## src/verilog/cmb_pkg.sv

```systemverilog
/*
 * Shared constants, types and helpers of the CAN message box.
 * Assumes a 32-bit classic Wishbone register bus and one clock at 200 MHz.
 */
package cmb_pkg;

  // ----------------------------------------------------------------------
  // Register map (byte addresses)
  // ----------------------------------------------------------------------
  localparam logic [7:0] ADR_MODE      = 8'h00;
  localparam logic [7:0] ADR_FILT_FLG  = 8'h04;
  localparam logic [7:0] ADR_FILT_ID   = 8'h08;
  localparam logic [7:0] ADR_PKT_FLG   = 8'h0c;
  localparam logic [7:0] ADR_PKT_ID    = 8'h10;
  localparam logic [7:0] ADR_PKT_LEN   = 8'h14;
  localparam logic [7:0] ADR_PKT_DLO   = 8'h18;
  localparam logic [7:0] ADR_PKT_DHI   = 8'h1c;
  localparam logic [7:0] ADR_PKT_CYC   = 8'h20;
  localparam logic [7:0] ADR_FRM_CNT   = 8'h24;
  localparam logic [7:0] ADR_IRQ_STAT  = 8'h28;
  localparam logic [7:0] ADR_IRQ_MASK  = 8'h2c;

  // ----------------------------------------------------------------------
  // Fields and values
  // ----------------------------------------------------------------------
  localparam int          FLG_IDE_BIT  = 7;
  localparam int          FLG_RTR_BIT  = 6;
  localparam logic [7:0]  MODE_OFF     = 8'h00;
  localparam logic [7:0]  MODE_SEND    = 8'h01;
  localparam logic [7:0]  MODE_RECV    = 8'h02;
  localparam logic [7:0]  MODE_RST     = 8'h00;
  localparam logic [3:0]  LEN_MAX      = 4'h8;
  localparam logic [28:0] STD_ID_MASK  = 29'h0000_07ff;
  localparam logic [31:0] CNT_RST      = 32'h0000_0000;
  localparam logic [7:0]  CNT_CLR_VAL  = 8'h00;
  localparam logic [3:0]  SEL_BYTE0    = 4'h1;
  localparam int          IRQ_TX       = 0;
  localparam int          IRQ_RX       = 1;
  localparam int          IRQ_ERR      = 2;
  localparam int          IRQ_W        = 3;
  localparam logic [2:0]  IRQ_RST      = 3'h0;

  // ----------------------------------------------------------------------
  // Timing
  // ----------------------------------------------------------------------
  localparam int MS_TIME_US = 1000;
  localparam int CLK_MHZ    = 200;
  localparam int MS_CYCLES  = MS_TIME_US * CLK_MHZ;

  // ----------------------------------------------------------------------
  // Types
  // ----------------------------------------------------------------------
  typedef enum logic [2:0] {
    ST_IDLE = 3'b001,
    ST_SEND = 3'b010,
    ST_WAIT = 3'b100
  } cmb_state_t;

  typedef struct packed {
    logic        ide;
    logic        rtr;
    logic [28:0] id;
    logic [3:0]  len;
    logic [63:0] data;
  } cmb_frame_t;

  // ----------------------------------------------------------------------
  // Helpers
  // ----------------------------------------------------------------------
  function automatic logic [28:0] cmb_id(input logic ide,
                                         input logic [28:0] id);
    cmb_id = ide ? id : (id & STD_ID_MASK);
  endfunction

  function automatic logic [31:0] cmb_merge(input logic [31:0] old_v,
                                            input logic [31:0] new_v,
                                            input logic [3:0]  sel);
    logic [31:0] r;
    r = old_v;
    for (int i = 0; i < 4; i++) begin
      if (sel[i]) begin
        r[i*8 +: 8] = new_v[i*8 +: 8];
      end
    end
    cmb_merge = r;
  endfunction

endpackage

```

## src/verilog/cmb_ms_tick.sv

```systemverilog
/*
 * Millisecond tick generator for the CAN message box.
 * Assumes the parent holds restart high whenever no period is running.
 */
`timescale 1ns/1ps
module cmb_ms_tick #(
  parameter int CYCLES = cmb_pkg::MS_CYCLES
) (
  input  wire logic clk_i,
  input  wire logic rst_i,
  input  wire logic restart_i,
  output logic      tick_o
);

  // ----------------------------------------------------------------------
  // Divider
  // ----------------------------------------------------------------------
  localparam logic [31:0] LAST = 32'(CYCLES - 1);

  logic [31:0] div_q;

  always_ff @(posedge clk_i) begin
    if (rst_i || restart_i) begin
      div_q <= 32'h0000_0000;
    end else if (div_q == LAST) begin
      div_q <= 32'h0000_0000;
    end else begin
      div_q <= div_q + 32'h0000_0001;
    end
  end

  always_ff @(posedge clk_i) begin
    if (rst_i || restart_i) begin
      tick_o <= 1'b0;
    end else begin
      tick_o <= (div_q == LAST);
    end
  end

endmodule

```

## src/verilog/cmb_box.sv

```systemverilog
/*
 * One CAN message box: send once or periodically, or capture the latest
 * frame matching a filter, with a frame counter and interrupt events.
 * Assumes a same-clock CAN controller: tx frame held until tx_ready_i,
 * and rx_valid_i pulses for one cycle per received frame.
 */
// The Wishbone register port and the register addresses are this design's own decisions.
`timescale 1ns/1ps

// Operation
// - Standard packet: flags IDE bit7 RTR bit6, 11-bit identifier, length, data, cycle.
// - Extended packet: flags, 29-bit identifier, length, up to eight bytes, cycle.
// - Remote flag writes ignored; flag always reads zero.
// - Counter reads 32-bit, resets zero; byte-zero write clears, others error.
// - Counter increments per transmitted frame and per matching received frame; the code adds only one when both land in the same cycle.
// - Inactive box idles; filter and packet remain writable.
// - Send mode retransmits each cycle-time milliseconds.
// - Zero cycle time sends once then returns mode to inactive.
// - Each transmission raises a notification when subscribed.
// - Send mode accepts filter and packet writes; new packet used next time.
// - Several send boxes may share one identifier.
// - Matching received frame replaces packet and notifies when subscribed.
// - Receive mode rejects filter and packet writes; packet shows last frame.
// - Mode byte 0 inactive, 1 send, 2 receive; reset inactive; others error.
module cmb_box #(
  parameter int MS_CYCLES = cmb_pkg::MS_CYCLES
) (
  input  wire logic                clk_i,
  input  wire logic                rst_i,
  input  wire logic                wb_cyc_i,
  input  wire logic                wb_stb_i,
  input  wire logic                wb_we_i,
  input  wire logic [7:0]          wb_adr_i,
  input  wire logic [3:0]          wb_sel_i,
  input  wire logic [31:0]         wb_dat_i,
  output logic [31:0]              wb_dat_o,
  output logic                     wb_ack_o,
  output logic                     irq_o,
  output cmb_pkg::cmb_frame_t      tx_frame_o,
  output logic                     tx_valid_o,
  input  wire logic                tx_ready_i,
  input  wire cmb_pkg::cmb_frame_t rx_frame_i,
  input  wire logic                rx_valid_i
);

  // ----------------------------------------------------------------------
  // State
  // ----------------------------------------------------------------------
  cmb_pkg::cmb_state_t state_q;
  cmb_pkg::cmb_frame_t pkt_q;
  logic [7:0]          mode_q;
  logic                filt_ide_q;
  logic [28:0]         filt_id_q;
  logic [31:0]         cyc_time_q;
  logic [31:0]         cnt_q;
  logic [31:0]         ms_cnt_q;
  logic                once_q;
  logic [2:0]          irq_stat_q;
  logic [2:0]          irq_mask_q;
  logic [31:0]         rdata;
  logic [31:0]         wmerge;
  logic                req;
  logic                wr;
  logic                rd;
  logic                is_send;
  logic                is_recv;
  logic                tx_done;
  logic                rx_hit;
  logic                tick;
  logic                mode_ok;
  logic                mode_wr;
  logic                cnt_clr;
  logic                cfg_wr;
  logic                err_ev;

  // ----------------------------------------------------------------------
  // Wishbone slave
  // ----------------------------------------------------------------------
  // Writes land at the ack edge, which is when the master samples ack.
  assign req     = wb_cyc_i && wb_stb_i;
  assign wr      = req && wb_ack_o && wb_we_i;
  assign rd      = req && wb_ack_o && !wb_we_i;
  assign is_send = (mode_q == cmb_pkg::MODE_SEND);
  assign is_recv = (mode_q == cmb_pkg::MODE_RECV);
  assign wmerge  = cmb_pkg::cmb_merge(rdata, wb_dat_i, wb_sel_i);

  always_ff @(posedge clk_i) begin
    if (rst_i) begin
      wb_ack_o <= 1'b0;
    end else begin
      wb_ack_o <= req && !wb_ack_o;
    end
  end

  always_comb begin
    rdata = 32'h0000_0000;
    if (wb_adr_i == cmb_pkg::ADR_MODE) begin
      rdata[7:0] = mode_q;
    end else if (wb_adr_i == cmb_pkg::ADR_FILT_FLG) begin
      rdata[cmb_pkg::FLG_IDE_BIT] = filt_ide_q;
    end else if (wb_adr_i == cmb_pkg::ADR_FILT_ID) begin
      rdata[28:0] = cmb_pkg::cmb_id(filt_ide_q, filt_id_q);
    end else if (wb_adr_i == cmb_pkg::ADR_PKT_FLG) begin
      rdata[cmb_pkg::FLG_IDE_BIT] = pkt_q.ide;
    end else if (wb_adr_i == cmb_pkg::ADR_PKT_ID) begin
      rdata[28:0] = cmb_pkg::cmb_id(pkt_q.ide, pkt_q.id);
    end else if (wb_adr_i == cmb_pkg::ADR_PKT_LEN) begin
      rdata[3:0] = pkt_q.len;
    end else if (wb_adr_i == cmb_pkg::ADR_PKT_DLO) begin
      rdata = pkt_q.data[31:0];
    end else if (wb_adr_i == cmb_pkg::ADR_PKT_DHI) begin
      rdata = pkt_q.data[63:32];
    end else if (wb_adr_i == cmb_pkg::ADR_PKT_CYC) begin
      rdata = cyc_time_q;
    end else if (wb_adr_i == cmb_pkg::ADR_FRM_CNT) begin
      rdata = cnt_q;
    end else if (wb_adr_i == cmb_pkg::ADR_IRQ_STAT) begin
      rdata[2:0] = irq_stat_q;
    end else if (wb_adr_i == cmb_pkg::ADR_IRQ_MASK) begin
      rdata[2:0] = irq_mask_q;
    end
  end

  always_ff @(posedge clk_i) begin
    if (rst_i) begin
      wb_dat_o <= 32'h0000_0000;
    end else if (req && !wb_ack_o && !wb_we_i) begin
      wb_dat_o <= rdata;
    end
  end

  // ----------------------------------------------------------------------
  // Write checks
  // ----------------------------------------------------------------------
  assign mode_ok = (wmerge[7:0] == cmb_pkg::MODE_OFF) ||
                   (wmerge[7:0] == cmb_pkg::MODE_SEND) ||
                   (wmerge[7:0] == cmb_pkg::MODE_RECV);
  assign mode_wr = wr && (wb_adr_i == cmb_pkg::ADR_MODE) && mode_ok;
  assign cnt_clr = wr && (wb_adr_i == cmb_pkg::ADR_FRM_CNT) &&
                   (wb_sel_i == cmb_pkg::SEL_BYTE0) &&
                   (wb_dat_i[7:0] == cmb_pkg::CNT_CLR_VAL);
  // Filter and packet writes are locked only while receiving.
  assign cfg_wr  = wr && !is_recv;

  always_comb begin
    err_ev = 1'b0;
    if (wr && (wb_adr_i == cmb_pkg::ADR_MODE) && !mode_ok) begin
      err_ev = 1'b1;
    end else if (wr && (wb_adr_i == cmb_pkg::ADR_FRM_CNT) && !cnt_clr) begin
      err_ev = 1'b1;
    end else if (wr && is_recv && (wb_adr_i >= cmb_pkg::ADR_FILT_FLG) &&
                 (wb_adr_i <= cmb_pkg::ADR_PKT_CYC)) begin
      err_ev = 1'b1;
    end else if (cfg_wr && (wb_adr_i == cmb_pkg::ADR_PKT_LEN) &&
                 (wmerge[3:0] > cmb_pkg::LEN_MAX)) begin
      err_ev = 1'b1;
    end
  end

  // ----------------------------------------------------------------------
  // Mode
  // ----------------------------------------------------------------------
  // A software mode write in the same cycle beats the one-shot fallback.
  always_ff @(posedge clk_i) begin
    if (rst_i) begin
      mode_q <= cmb_pkg::MODE_RST;
    end else if (mode_wr) begin
      mode_q <= wmerge[7:0];
    end else if (tx_done && once_q && is_send) begin
      mode_q <= cmb_pkg::MODE_OFF;
    end
  end

  // ----------------------------------------------------------------------
  // Filter
  // ----------------------------------------------------------------------
  always_ff @(posedge clk_i) begin
    if (rst_i) begin
      filt_ide_q <= 1'b0;
      filt_id_q  <= 29'h0000_0000;
    end else if (cfg_wr && (wb_adr_i == cmb_pkg::ADR_FILT_FLG)) begin
      filt_ide_q <= wmerge[cmb_pkg::FLG_IDE_BIT];
    end else if (cfg_wr && (wb_adr_i == cmb_pkg::ADR_FILT_ID)) begin
      filt_id_q  <= wmerge[28:0];
    end
  end

  // ----------------------------------------------------------------------
  // Packet
  // ----------------------------------------------------------------------
  assign rx_hit = is_recv && rx_valid_i &&
                  (rx_frame_i.ide == filt_ide_q) &&
                  (cmb_pkg::cmb_id(rx_frame_i.ide, rx_frame_i.id) ==
                   cmb_pkg::cmb_id(filt_ide_q, filt_id_q));

  always_ff @(posedge clk_i) begin
    if (rst_i) begin
      pkt_q      <= '0;
      cyc_time_q <= 32'h0000_0000;
    end else if (rx_hit) begin
      pkt_q      <= rx_frame_i;
      pkt_q.id   <= cmb_pkg::cmb_id(rx_frame_i.ide, rx_frame_i.id);
      pkt_q.rtr  <= 1'b0;
    end else if (cfg_wr && (wb_adr_i == cmb_pkg::ADR_PKT_FLG)) begin
      pkt_q.ide  <= wmerge[cmb_pkg::FLG_IDE_BIT];
    end else if (cfg_wr && (wb_adr_i == cmb_pkg::ADR_PKT_ID)) begin
      pkt_q.id   <= wmerge[28:0];
    end else if (cfg_wr && (wb_adr_i == cmb_pkg::ADR_PKT_LEN) &&
                 (wmerge[3:0] <= cmb_pkg::LEN_MAX)) begin
      pkt_q.len  <= wmerge[3:0];
    end else if (cfg_wr && (wb_adr_i == cmb_pkg::ADR_PKT_DLO)) begin
      pkt_q.data[31:0]  <= wmerge;
    end else if (cfg_wr && (wb_adr_i == cmb_pkg::ADR_PKT_DHI)) begin
      pkt_q.data[63:32] <= wmerge;
    end else if (cfg_wr && (wb_adr_i == cmb_pkg::ADR_PKT_CYC)) begin
      cyc_time_q <= wmerge;
    end
  end

  // ----------------------------------------------------------------------
  // Send sequencer
  // ----------------------------------------------------------------------
  // Frame is latched at launch, so packet edits apply to the next send.
  // No identifier check across boxes: duplicates on send are legal.
  assign tx_valid_o = (state_q == cmb_pkg::ST_SEND);
  assign tx_done    = tx_valid_o && tx_ready_i;

  cmb_ms_tick #(
    .CYCLES    (MS_CYCLES)
  ) u_tick (
    .clk_i     (clk_i),
    .rst_i     (rst_i),
    .restart_i (state_q != cmb_pkg::ST_WAIT),
    .tick_o    (tick)
  );

  always_ff @(posedge clk_i) begin
    if (rst_i) begin
      state_q    <= cmb_pkg::ST_IDLE;
      tx_frame_o <= '0;
      once_q     <= 1'b0;
      ms_cnt_q   <= 32'h0000_0000;
    end else begin
      case (state_q)
        cmb_pkg::ST_IDLE: begin
          if (is_send) begin
            state_q        <= cmb_pkg::ST_SEND;
            tx_frame_o     <= pkt_q;
            tx_frame_o.id  <= cmb_pkg::cmb_id(pkt_q.ide, pkt_q.id);
            tx_frame_o.rtr <= 1'b0;
            once_q         <= (cyc_time_q == 32'h0000_0000);
          end
        end
        cmb_pkg::ST_SEND: begin
          // A started frame always completes; the controller owns it.
          if (tx_done) begin
            ms_cnt_q <= 32'h0000_0000;
            if (once_q || !is_send) begin
              state_q <= cmb_pkg::ST_IDLE;
            end else begin
              state_q <= cmb_pkg::ST_WAIT;
            end
          end
        end
        cmb_pkg::ST_WAIT: begin
          if (!is_send) begin
            state_q <= cmb_pkg::ST_IDLE;
          end else if (tick) begin
            ms_cnt_q <= ms_cnt_q + 32'h0000_0001;
            if ((ms_cnt_q + 32'h0000_0001) >= cyc_time_q) begin
              state_q        <= cmb_pkg::ST_SEND;
              tx_frame_o     <= pkt_q;
              tx_frame_o.id  <= cmb_pkg::cmb_id(pkt_q.ide, pkt_q.id);
              tx_frame_o.rtr <= 1'b0;
              once_q         <= (cyc_time_q == 32'h0000_0000);
            end
          end
        end
        default: begin
          state_q <= cmb_pkg::ST_IDLE;
        end
      endcase
    end
  end

  // ----------------------------------------------------------------------
  // Frame counter
  // ----------------------------------------------------------------------
  // A frame in the clearing cycle still counts.
  always_ff @(posedge clk_i) begin
    if (rst_i) begin
      cnt_q <= cmb_pkg::CNT_RST;
    end else if (cnt_clr) begin
      cnt_q <= (tx_done || rx_hit) ? 32'h0000_0001 : 32'h0000_0000;
    end else if (tx_done || rx_hit) begin
      cnt_q <= cnt_q + 32'h0000_0001;
    end
  end

  // ----------------------------------------------------------------------
  // Interrupts
  // ----------------------------------------------------------------------
  // Read clears only the bits captured for that read; new events stay.
  always_ff @(posedge clk_i) begin
    if (rst_i) begin
      irq_stat_q <= cmb_pkg::IRQ_RST;
    end else begin
      if (rd && (wb_adr_i == cmb_pkg::ADR_IRQ_STAT)) begin
        irq_stat_q <= (irq_stat_q & ~wb_dat_o[2:0]) |
                      {err_ev, rx_hit, tx_done};
      end else begin
        irq_stat_q <= irq_stat_q | {err_ev, rx_hit, tx_done};
      end
    end
  end

  always_ff @(posedge clk_i) begin
    if (rst_i) begin
      irq_mask_q <= cmb_pkg::IRQ_RST;
    end else if (wr && (wb_adr_i == cmb_pkg::ADR_IRQ_MASK)) begin
      irq_mask_q <= wmerge[2:0];
    end
  end

  assign irq_o = |(irq_stat_q & irq_mask_q);

  // ----------------------------------------------------------------------
  // Checks
  // ----------------------------------------------------------------------
  a_rtr_reads_zero: assert property (@(posedge clk_i) disable iff (rst_i)
    (wb_ack_o && !wb_we_i && (wb_adr_i == cmb_pkg::ADR_PKT_FLG ||
     wb_adr_i == cmb_pkg::ADR_FILT_FLG)) |-> !wb_dat_o[cmb_pkg::FLG_RTR_BIT])
    else $error("remote flag read as one");

  a_std_id_width: assert property (@(posedge clk_i) disable iff (rst_i)
    (wb_ack_o && !wb_we_i && wb_adr_i == cmb_pkg::ADR_PKT_ID && !pkt_q.ide)
    |-> (wb_dat_o[31:11] == 21'h00_0000))
    else $error("standard identifier wider than 11 bits");

  a_cnt_counts_tx: assert property (@(posedge clk_i) disable iff (rst_i)
    (tx_done && !cnt_clr) |=> (cnt_q == $past(cnt_q) + 32'h0000_0001))
    else $error("frame counter missed a transmission");

  a_cnt_bad_write: assert property (@(posedge clk_i) disable iff (rst_i)
    (wr && wb_adr_i == cmb_pkg::ADR_FRM_CNT && !cnt_clr && !tx_done &&
     !rx_hit) |=> (cnt_q == $past(cnt_q)) && irq_stat_q[cmb_pkg::IRQ_ERR])
    else $error("bad counter write not ignored");

  a_once_goes_off: assert property (@(posedge clk_i) disable iff (rst_i)
    (tx_done && once_q && is_send && !mode_wr)
    |=> (mode_q == cmb_pkg::MODE_OFF) ##1 !tx_valid_o)
    else $error("one-shot send did not return to inactive");

  a_send_starts: assert property (@(posedge clk_i) disable iff (rst_i)
    (state_q == cmb_pkg::ST_IDLE && is_send) |=> tx_valid_o)
    else $error("send mode did not launch a frame");

  a_bad_mode_err: assert property (@(posedge clk_i) disable iff (rst_i)
    (wr && wb_adr_i == cmb_pkg::ADR_MODE && !mode_ok && !tx_done)
    |=> (mode_q == $past(mode_q)) && irq_stat_q[cmb_pkg::IRQ_ERR])
    else $error("unsupported mode value accepted");

  a_recv_locked: assert property (@(posedge clk_i) disable iff (rst_i)
    (wr && is_recv && !rx_hit && wb_adr_i == cmb_pkg::ADR_PKT_DLO)
    |=> (pkt_q.data == $past(pkt_q.data)))
    else $error("packet written in receive mode");

  a_rx_capture: assert property (@(posedge clk_i) disable iff (rst_i)
    rx_hit |=> (pkt_q.data == $past(rx_frame_i.data)) &&
               irq_stat_q[cmb_pkg::IRQ_RX])
    else $error("matching frame not captured");

  a_miss_no_count: assert property (@(posedge clk_i) disable iff (rst_i)
    (rx_valid_i && !rx_hit && !tx_done && !cnt_clr)
    |=> (cnt_q == $past(cnt_q)))
    else $error("unmatched frame changed the counter");

endmodule

```

## config.mk

```make
export PLATFORM = sky130hd
export DESIGN_NAME = cmb_box
export DESIGN_NICKNAME = d
export VERILOG_FILES = /design/src/verilog/cmb_pkg.sv /design/src/verilog/cmb_ms_tick.sv /design/src/verilog/cmb_box.sv
export SDC_FILE = /design/constraint.sdc
export NUM_CORES = 1
export LEC_CHECK = 0
export ABC_AREA = 1
export BUFFER_PORTS_ARGS = -buffer_cell sky130_fd_sc_hd__buf_4
export CAP_MARGIN = 20
export CORE_UTILIZATION = 30
export CTS_BUF_LIST = sky130_fd_sc_hd__clkbuf_2 sky130_fd_sc_hd__clkbuf_4 sky130_fd_sc_hd__clkbuf_8
export DETAILED_ROUTE_END_ITERATION = 8
export SLEW_MARGIN = 20
export SYNTH_ARGS = -nofsm -noshare
export SYNTH_HDL_FRONTEND = slang
export SYNTH_SLANG_ARGS = --single-unit
```

## constraint.sdc

```tcl
create_clock -name clk_i -period 6.2 [get_ports clk_i]
set_clock_uncertainty 0.1 [all_clocks]
set_input_delay 1.24 -clock clk_i [delete_from_list [all_inputs] [get_ports clk_i]]
set_output_delay 1.24 -clock clk_i [all_outputs]
set_load 0.05 [all_outputs]
```

======== Word-level counts from Yosys, hierarchy flattened ========
Index checks and enable logic that the tools add are counted.
word-level totals
  bits in registers ....................... 407
  latch bits .............................. 0
  bits in writable memories ............... 0
  memory bits (read-only) ................. 0
  input port bits ......................... 150
  output and inout bits ................... 134
  logic and storage cells ................. 229
  memories kept ........................... 0
cells by class
  add/sub/neg operators ................... 3
  multiply operators ...................... 0
  divide/modulo/power cells ............... 0
  magnitude comparators ................... 5
  equality and inequality tests ........... 34
  shifts and indexed selects .............. 0
  mux-type cells .......................... 81
  bitwise operators ....................... 12
  reduce and logical (&&, ||, !) cells .... 70
operator list
  cell                                                                     number
  32-bit two-way mux                                                       17
  99-bit two-way mux                                                       4
  29-bit two-way mux                                                       7
  99-bit case mux with 2 select lines                                      1
  97-bit two-way mux                                                       2
  28-bit two-way mux                                                       6
  32-bit by 1-bit adder with 32-bit output, second input constant          3
  24-bit two-way mux                                                       3
  68-bit two-way mux                                                       1
  64-bit two-way mux                                                       1
  32-bit case mux with 2 select lines                                      1
  8-bit two-way mux                                                        7
  3-bit two-way mux                                                        12
  1-bit logical AND                                                        35
  32-bit by 18-bit equality test with 1-bit output, second input constant  1
  8-bit by 5-bit equality test with 1-bit output, second input constant    4
  8-bit by 6-bit equality test with 1-bit output, second input constant    4
  32-bit greater-or-equal comparator                                       1
  32-bit zero test                                                         1
  29-bit equality test                                                     1
  8-bit zero test                                                          3
  2-bit nonzero test                                                       9
  8-bit by 1-bit equality test with 1-bit output, second input constant    2
  8-bit by 2-bit equality test with 1-bit output, second input constant    2
  33 further kinds                                                         77

======== Logic depth before layout (Yosys ltp) ========
Gate-level depths: netlist of the first run.
  word-level depth ........................ 33
  depth in mapped cells ................... 24
  gate-level depth less buffers ........... 23

======== Modules after synthesis ========
A second synthesis of the first run with hierarchy kept.
unflattened totals
  cells, all modules ...................... 3197
  area total of the unflattened synthesis .. 21484.4 µm²
by module, submodules not included
  module       instances  cells each  area each (µm²)  seq. area each (µm²)
  cmb_box      1          2888        19526.2          7467.2
  cmb_ms_tick  1          309         1958.1           660.6

======== Worst setup path before layout of the first run ========
No wires, ideal clock.
  path kind ............................... reg2reg
  start ................................... register ms_cnt_q[0]
  end ..................................... register tx_frame_o[87] in the netlist's numbering
  setup time .............................. 86 ps
  arrival ................................. 3467 ps
  data required time ...................... 6014 ps
  setup slack ............................. 2547 ps
  cell stages (with the launch flop) ...... 25
  buffers on the path ..................... 2
  period minus slack after synthesis ...... 3653 ps
  path through ............................ dfxtp_1 > ha_1 > nand2_1 > nor2_2 > nand4_1 > nor4_2 > nand2_1 > nor3_2 > nand2_1 > nor2_1 > nand3_1 > xnor2_1 > ha_1 > nand4_1 > inv_1 > nand2_1 > nor4_1 > nand4_1 > nand4_1 > nand2_1 > inv_1 > buf_2 > buf_4 > nor2_1 > a211oi_1
between the ends
  longest elaborated chain between the ends .. 4
ends and longest elaborated chain
  element                                   line            text
  start: declaration                        cmb_box.sv:56   logic [31:0] ms_cnt_q;
  start signal: assignment                  cmb_box.sv:269  ms_cnt_q <= ms_cnt_q + 32'h0000_0001;
  32-bit by 1-bit adder with 32-bit output  cmb_box.sv:270  if ((ms_cnt_q + 32'h0000_0001) >= cyc_time_q) begin
  32-bit greater-or-equal comparator        cmb_box.sv:270
  2-bit inequality test (no line)           -
  5-bit AND reduction (no line)             -
  end signal: assignment                    cmb_box.sv:248  tx_frame_o <= pkt_q;
  end signal: assignment                    cmb_box.sv:272  tx_frame_o <= pkt_q;
  end: declaration                          cmb_box.sv:39   output cmb_pkg::cmb_frame_t tx_frame_o,
No other way between the ends.
A chain may end at the register's enable or synchronous reset.

======== Final worst setup path of the first run ========
  start ................................... register ms_cnt_q[1]
  end ..................................... register tx_frame_o[6] in the netlist's numbering
The elaborated chain is that of the path after synthesis.

==> run summary, run 1 <==
Worst Setup EP = tx_frame_o[6]
DR pass1 iterations = 6
clk slew on worst S/H paths = 0.06 ns
Critical Path RT = 6.69 ns
maximum vdd drop = 0.141 mV
# resized after CTS = 0
first-pass GRT wire length = 128000 um
status = completed
syn avg cell area = 6.83 sq um
# fillers = 7409
Post-Syn Instances = 3039
Worst-Skew Late Latency = 0.68 ns
worst hold path class = flop to flop
Synth top area share = 39.2%
initial antenna violation count = 7
initial detailed-routing violation count = 2382
ys async rst share = 0%
H-Tree Depth = 3
Total Routed Length = 85800 um
GRT Overall Usage = 23.8%
Yosys reg bits = 406
placed cell area = 23600 sq um
ys flop type = dfxtp_1
vias in the first global route = 20400
Area growth syn-to-layout = 21.8%
synth cell count leaders = 664 x nand2_1, 406 x dfxtp_1, 327 x inv_1
Post-CTS Setup Repair Bufs = 0
Worst R2R Setup Slack = 0.97 ns
fin crit share = 84.3%
number of max-cap violations = 0
startpoint types = flop
Worst Setup SP = ms_cnt_q[1]
grt total ovfl = 0
Port-buffer cells = 281
hold-fix buffer count after cts = 0
FF/Latch Area = 8130 sq um
RSZ-0062 raised after global routing = false
Final setup violation count = 0
yosys warns = 0
fraction of final layout cells sized beyond drive strength 1 = 16.0%
Non-Filler Instances = 4227
post-layout util = 36.9%
number of synthesized flops with an enable pin = 0
relative slew slack = 26.3%
total core area = 68500 sq um
largest net degree at the start of global routing = 85
Slew Limit Fails = 0
Final WS setup = 0.972 ns
DRC viols = 0
cell area after layout = 25300 sq um
Routed Antenna Nets = 0
Cells after DPL = 4088
Max clock buf depth = 3
Leak = 0.0104 uW
Final #Nets = 3468
RR Startpoint = ms_cnt_q[1]
CTS Sinks = 406
Die X = 265 um
DIE HEIGHT = 265 um
CP max FO = 27
gp weighted congestion = 0.970
routed vias/inst = 5.21
root buffer cell = clkbuf_8
die area = 70200 sq um
post-synthesis sequential area ratio = 39.2%
TritonCTS Buffers = 75
pre-CTS WS = 1.10 ns
WL/cell = 20.3 um
area leader, netlist = dfxtp_1
via count = 22000
starting density of the core = 30.3%
Cell Pwr Density = 238 nW/um^2
count leader, synth = nand2_1
Netlist cell types = 58
post-synthesis cell area = 20800 sq um
Max Clk Rate = 0.191 GHz
Fin. Hold Viols = 0
Setup crit end kind = flop
Reg2Reg Depth = 23
synth top area cells = dfxtp_1 39%, nand2_1 12%, a21oi_1 7.3%
syn_nets = 3224
Rows = 96
critical path type = flop to flop
CTS tree = built
multi-input logic area = 10700 sq um
final setup TNS = 0 ns
Least-Margin Pin Slew = 1.10 ns
Tmin final = 5.23 ns
post-detail-place hpwl = 64100 um
Worst EP arrival = 5.72 ns
IO Count = 284
FF-to-FF End = tx_frame_o[6]
==> how the worst min path moves through the flow <==
stage | slack [ns] | end | start | depth (start not counted)
floorplan | 0.32 | u_tick.div_q[0] | u_tick.div_q[0] | 1
global route | 0.37 | cnt_q[16] | cnt_q[16] | 1
CTS | 0.36 | u_tick.div_q[0] | u_tick.div_q[0] | 1
global placement | 0.33 | u_tick.div_q[0] | u_tick.div_q[0] | 1
detailed placement | 0.34 | u_tick.div_q[0] | u_tick.div_q[0] | 1
finish | 0.35 | u_tick.div_q[0] | u_tick.div_q[0] | 1
==> registers in the layout (all words and copies together), names as in the netlist, 3 cells and up <==
signal	cells
irq_mask_q	3
irq_stat_q	3
cyc_time_q	32
ms_cnt_q	32
wb_dat_o	32
state_q	3
tx_frame_o	98
filt_id_q	29
pkt_q	98
cnt_q	32
mode_q	8
u_tick.div_q	32
==> power breakdown <==
part / leakage [uW] / total, uW / internal [uW] / switching, uW
clock: 0.000896 / 2930 / 1690 / 1240
sequential: 0.00327 / 2640 / 2630 / 13.2
combinational: 0.00621 / 451 / 147 / 304
==> per-layer routing <==
metal | vias to the layer above | wire length [um] | share of wire [%] | global-route usage (%)
met3 | 151 | 7730 | 9.0 | 4.91
met5 | - | 23 | 0.027 | 0
li1 | 10600 | - | - | -
met1 | 10200 | 39000 | 45 | 33.6
met2 | 1013 | 36300 | 42 | 35.7
met4 | 4 | 2700 | 3.2 | 8.39
==> through the flow <==
step	total power, uW	hold WS, ns
after global routing	6210	0.373
after detailed placement	3140	0.339
after floorplan	2940	0.318
final	6020	0.354
after global placement	3140	0.331
after CTS	6050	0.357
==> cell type report <==
cell class                      count  share of cell area, %
Multi-Input combinational cell   2144                   42.2
Sequential cell                   406                   32.1
Timing Repair Buffer              316                   9.48
Clock buffer                      124                   6.23
Inverter                          340                   5.08
Tap cell                          882                   4.36
Clock inverter                     12                  0.505
Antenna cell                        3                 0.0297
==> critical path, stage by stage (launching register included) <==
cell and delay, ns:
dfxtp_1 0.36, ha_1 0.20, nand2_1 0.07, nor2_2 0.14
nand4_1 0.26, nor2_1 0.25, inv_1 0.06, nor3_1 0.35
nand4_1 0.21, nor2_1 0.17, xor2_1 0.18, inv_1 0.08
ha_1 0.27, nand2_1 0.04, nor2_1 0.12, nand2_1 0.08
nor4_1 0.45, nand4_1 0.20, nand4_1 0.14, nand2_1 0.36
inv_4 0.37, buf_4 0.35, o21ai_0 0.14, a21oi_1 0.14
==> cells by family (layout without fill, tap and decap cells) <==
| family | count (synthesis) | in the layout | synth area share, % |
|---|---|---|---|
| flip-flops | 406 | 406 | 39.2 |
| other | 1 | 4 | 0.0181 |
| adder cells (fa/ha/maj) | 35 | 35 | 2.11 |
| AND/OR/NAND/NOR | 1347 | 1347 | 28.5 |
| AO/OA/AOI/OAI | 715 | 715 | 18.7 |
| XOR/XNOR | 46 | 46 | 1.94 |
| buffers and inverters | 489 | 792 | 9.52 |
==> cells in the final DEF, fill, tap and decap left out, drive strengths merged, types with 31 or more instances in the layout <==
cell	n
nand4	64
clkbuf	124
dfxtp	406
a31oi	31
buf	316
a21oi	304
nor3	79
nand2	672
o211ai	41
nor4	33
inv	341
nand3	140
ha	35
o21ai	280
nor2	308
No activity file was read; power rests on OpenSTA's default activity.
==> inputs of run 2 (changes only) <==
- clock period: 6.2 -> 4.26 ns (I/O delays scaled with it)
==> run summary, run 2 (same netlist as run 1, synthesis figures left out) <==
status = complete, but fails checks
failing checks = negative setup slack
Rows = 96 (unchanged)
Leak = 0.0109 uW (+5.1%)
initial antenna violation count = 2 (-5)
worst hold stages = 1 (unchanged)
Die X = 265 um (unchanged)
hold-fix buffer count after cts = 0 (unchanged)
GRT Overall Usage = 23.8% (-0.076 points)
post-detail-place hpwl = 65900 um (+2.9%)
CTS Sinks = 406 (unchanged)
DRC viols = 0 (unchanged)
fraction of final layout cells sized beyond drive strength 1 = 20.4% (+4.4 points)
DIE HEIGHT = 265 um (unchanged)
routed vias/inst = 5.24 (+0.70%)
Setup crit end kind = flop
number of max-cap violations = 0 (unchanged)
Port-buffer cells = 281 (unchanged)
maximum vdd drop = 0.163 mV (+15%)
largest net degree at the start of global routing = 105 (+24%)
Least-Margin Pin Slew = 0.949 ns (-0.154 ns)
placed cell area = 24200 sq um (+2.7%)
die area = 70200 sq um (unchanged)
Critical Path RT = 4.72 ns (-1.97 ns)
Final WS setup = -0.0720 ns (-1.04 ns)
clk slew on worst S/H paths = 0.06 ns (about the same)
initial detailed-routing violation count = 2305 (-3.2%)
TritonCTS Buffers = 74 (-1.3%)
Max Clk Rate = 0.231 GHz (+21%)
IO Count = 284 (unchanged)
DR pass1 iterations = 6 (unchanged)
startpoint types = flop
Slew Limit Fails = 0 (unchanged)
post-layout util = 38.6% (+1.7 points)
WL/cell = 20.5 um (+0.96%)
CTS tree = built
Total Routed Length = 88100 um (+2.7%)
Fin. Hold Viols = 0 (unchanged)
starting density of the core = 30.3% (unchanged)
root buffer cell = clkbuf_8
Reg2Reg Depth = 24 (+4.3%)
most common cell after layout, fill and taps aside = nand2_1
grt total ovfl = 0 (unchanged)
Worst-Skew Late Latency = 0.68 ns (about the same)
Cell Pwr Density = 319 nW/um^2 (+34%)
RSZ-0062 raised after global routing = true
Max clock buf depth = 3 (unchanged)
H-Tree Depth = 3 (unchanged)
commonest cells after routing, fill and taps aside = 659 x nand2_1, 404 x dfxtp_1, 371 x buf_4
critical path type = flop to flop
Final setup violation count = 46 (+46)
Routed Antenna Nets = 0 (unchanged)
Worst EP arrival = 4.79 ns (-0.93 ns)
worst hold path class = flop to flop
total core area = 68500 sq um (unchanged)
Area growth syn-to-layout = 27.5%
Top Registers = pkt_q: 98 flops, tx_frame_o: 98 flops
cell area after layout = 26500 sq um (+4.6%)
vias in the first global route = 20200 (-0.97%)
Tmin final = 4.33 ns (-0.896 ns)
first-pass GRT wire length = 127000 um (-0.53%)
gp weighted congestion = 1.02 (+5.3%)
fin crit share = 102% (+17 points)
Final #Nets = 3554 (+2.5%)
relative slew slack = 36.2% (+9.9 points)
CP max FO = 8 (-70%)
via count = 22500 (+2.4%)
total power = 8430 uW (+40%)
[run 2: cell type report]
| type | count | area, sq um |
|---|---|---|
| fill | 7297 | 42000 |
| multi-input combinational | 2144 | 11000 |
| sequential | 406 | 8130 |
| timing repair buffer | 402 | 3400 |
| clock buffer | 116 | 1440 |
| inverter | 340 | 1290 |
| tap | 882 | 1100 |
| clock inverter | 8 | 60.1 |
| timing repair inverter | 1 | 16.3 |
| antenna | 1 | 2.50 |
[run 2: what timing repair did]
| item | in CTS | in global routing |
|---|---|---|
| resized for setup | 0 | 185 |
| setup endpoints to repair | 0 | 101 |
| buffers inserted | 0 | 7 |
[run 2: worst paths after layout]
check	startpoint	to	slack, ns
worst max-delay path	ms_cnt_q[1]	tx_frame_o[66]	-0.07
worst min-delay path	u_tick.div_q[0]	u_tick.div_q[0]	0.35
worst max register to register	ms_cnt_q[1]	tx_frame_o[66]	-0.07
worst min register to register	u_tick.div_q[0]	u_tick.div_q[0]	0.35
[run 2: per-stage QoR]
step           hold slack [ns]  TNS, ns  std cells  worst slack [ns]
2_1_floorplan            0.318        0       3039             0.607
3_3_place_gp             0.330        0       4155             0.164
3_5_place_dp             0.341        0       4155            0.0484
4_1_cts                  0.321        0       4279           0.00493
5_1_grt                  0.355   -25.15       4299            -0.332
6_report                 0.351    -1.17       4300           -0.0720
[run 2: metal layers]
| layer | share of wire, % | up-vias | global-route usage [%] | wire [um] |
|---|---|---|---|---|
| met3 | 8.6 | 179 | 4.08 | 7590 |
| met5 | 0 | - | 0 | 0 |
| met4 | 3.5 | 0 | 8.39 | 3100 |
| met2 | 43 | 1038 | 35.7 | 37800 |
| met1 | 45 | 10500 | 34.0 | 39700 |
| li1 | - | 10800 | - | - |
[run 2: critical path, cell delays in order (launching register included)]
cell,delay (ns)
dfxtp_2,0.36
ha_4,0.15
nand2_2,0.05
nor2_2,0.12
nand4_1,0.23
nor4_2,0.36
nand2_1,0.15
nor3_2,0.24
nand2_1,0.12
nor2_2,0.16
nand3_2,0.11
xnor2_2,0.16
ha_1,0.31
nand4_1,0.11
inv_2,0.06
nand2_2,0.06
o211ai_1,0.07
a31oi_1,0.21
nand4_1,0.23
nand2_4,0.22
clkinv_8,0.16
buf_12,0.19
buf_8,0.14
nor2_2,0.09
nor2_1,0.05
[run 2: power breakdown]
part           internal, uW  switching (uW)
Combinational           237             451
Sequential             3830            17.9
Clock                  2140            1760
Total                  6200            2230
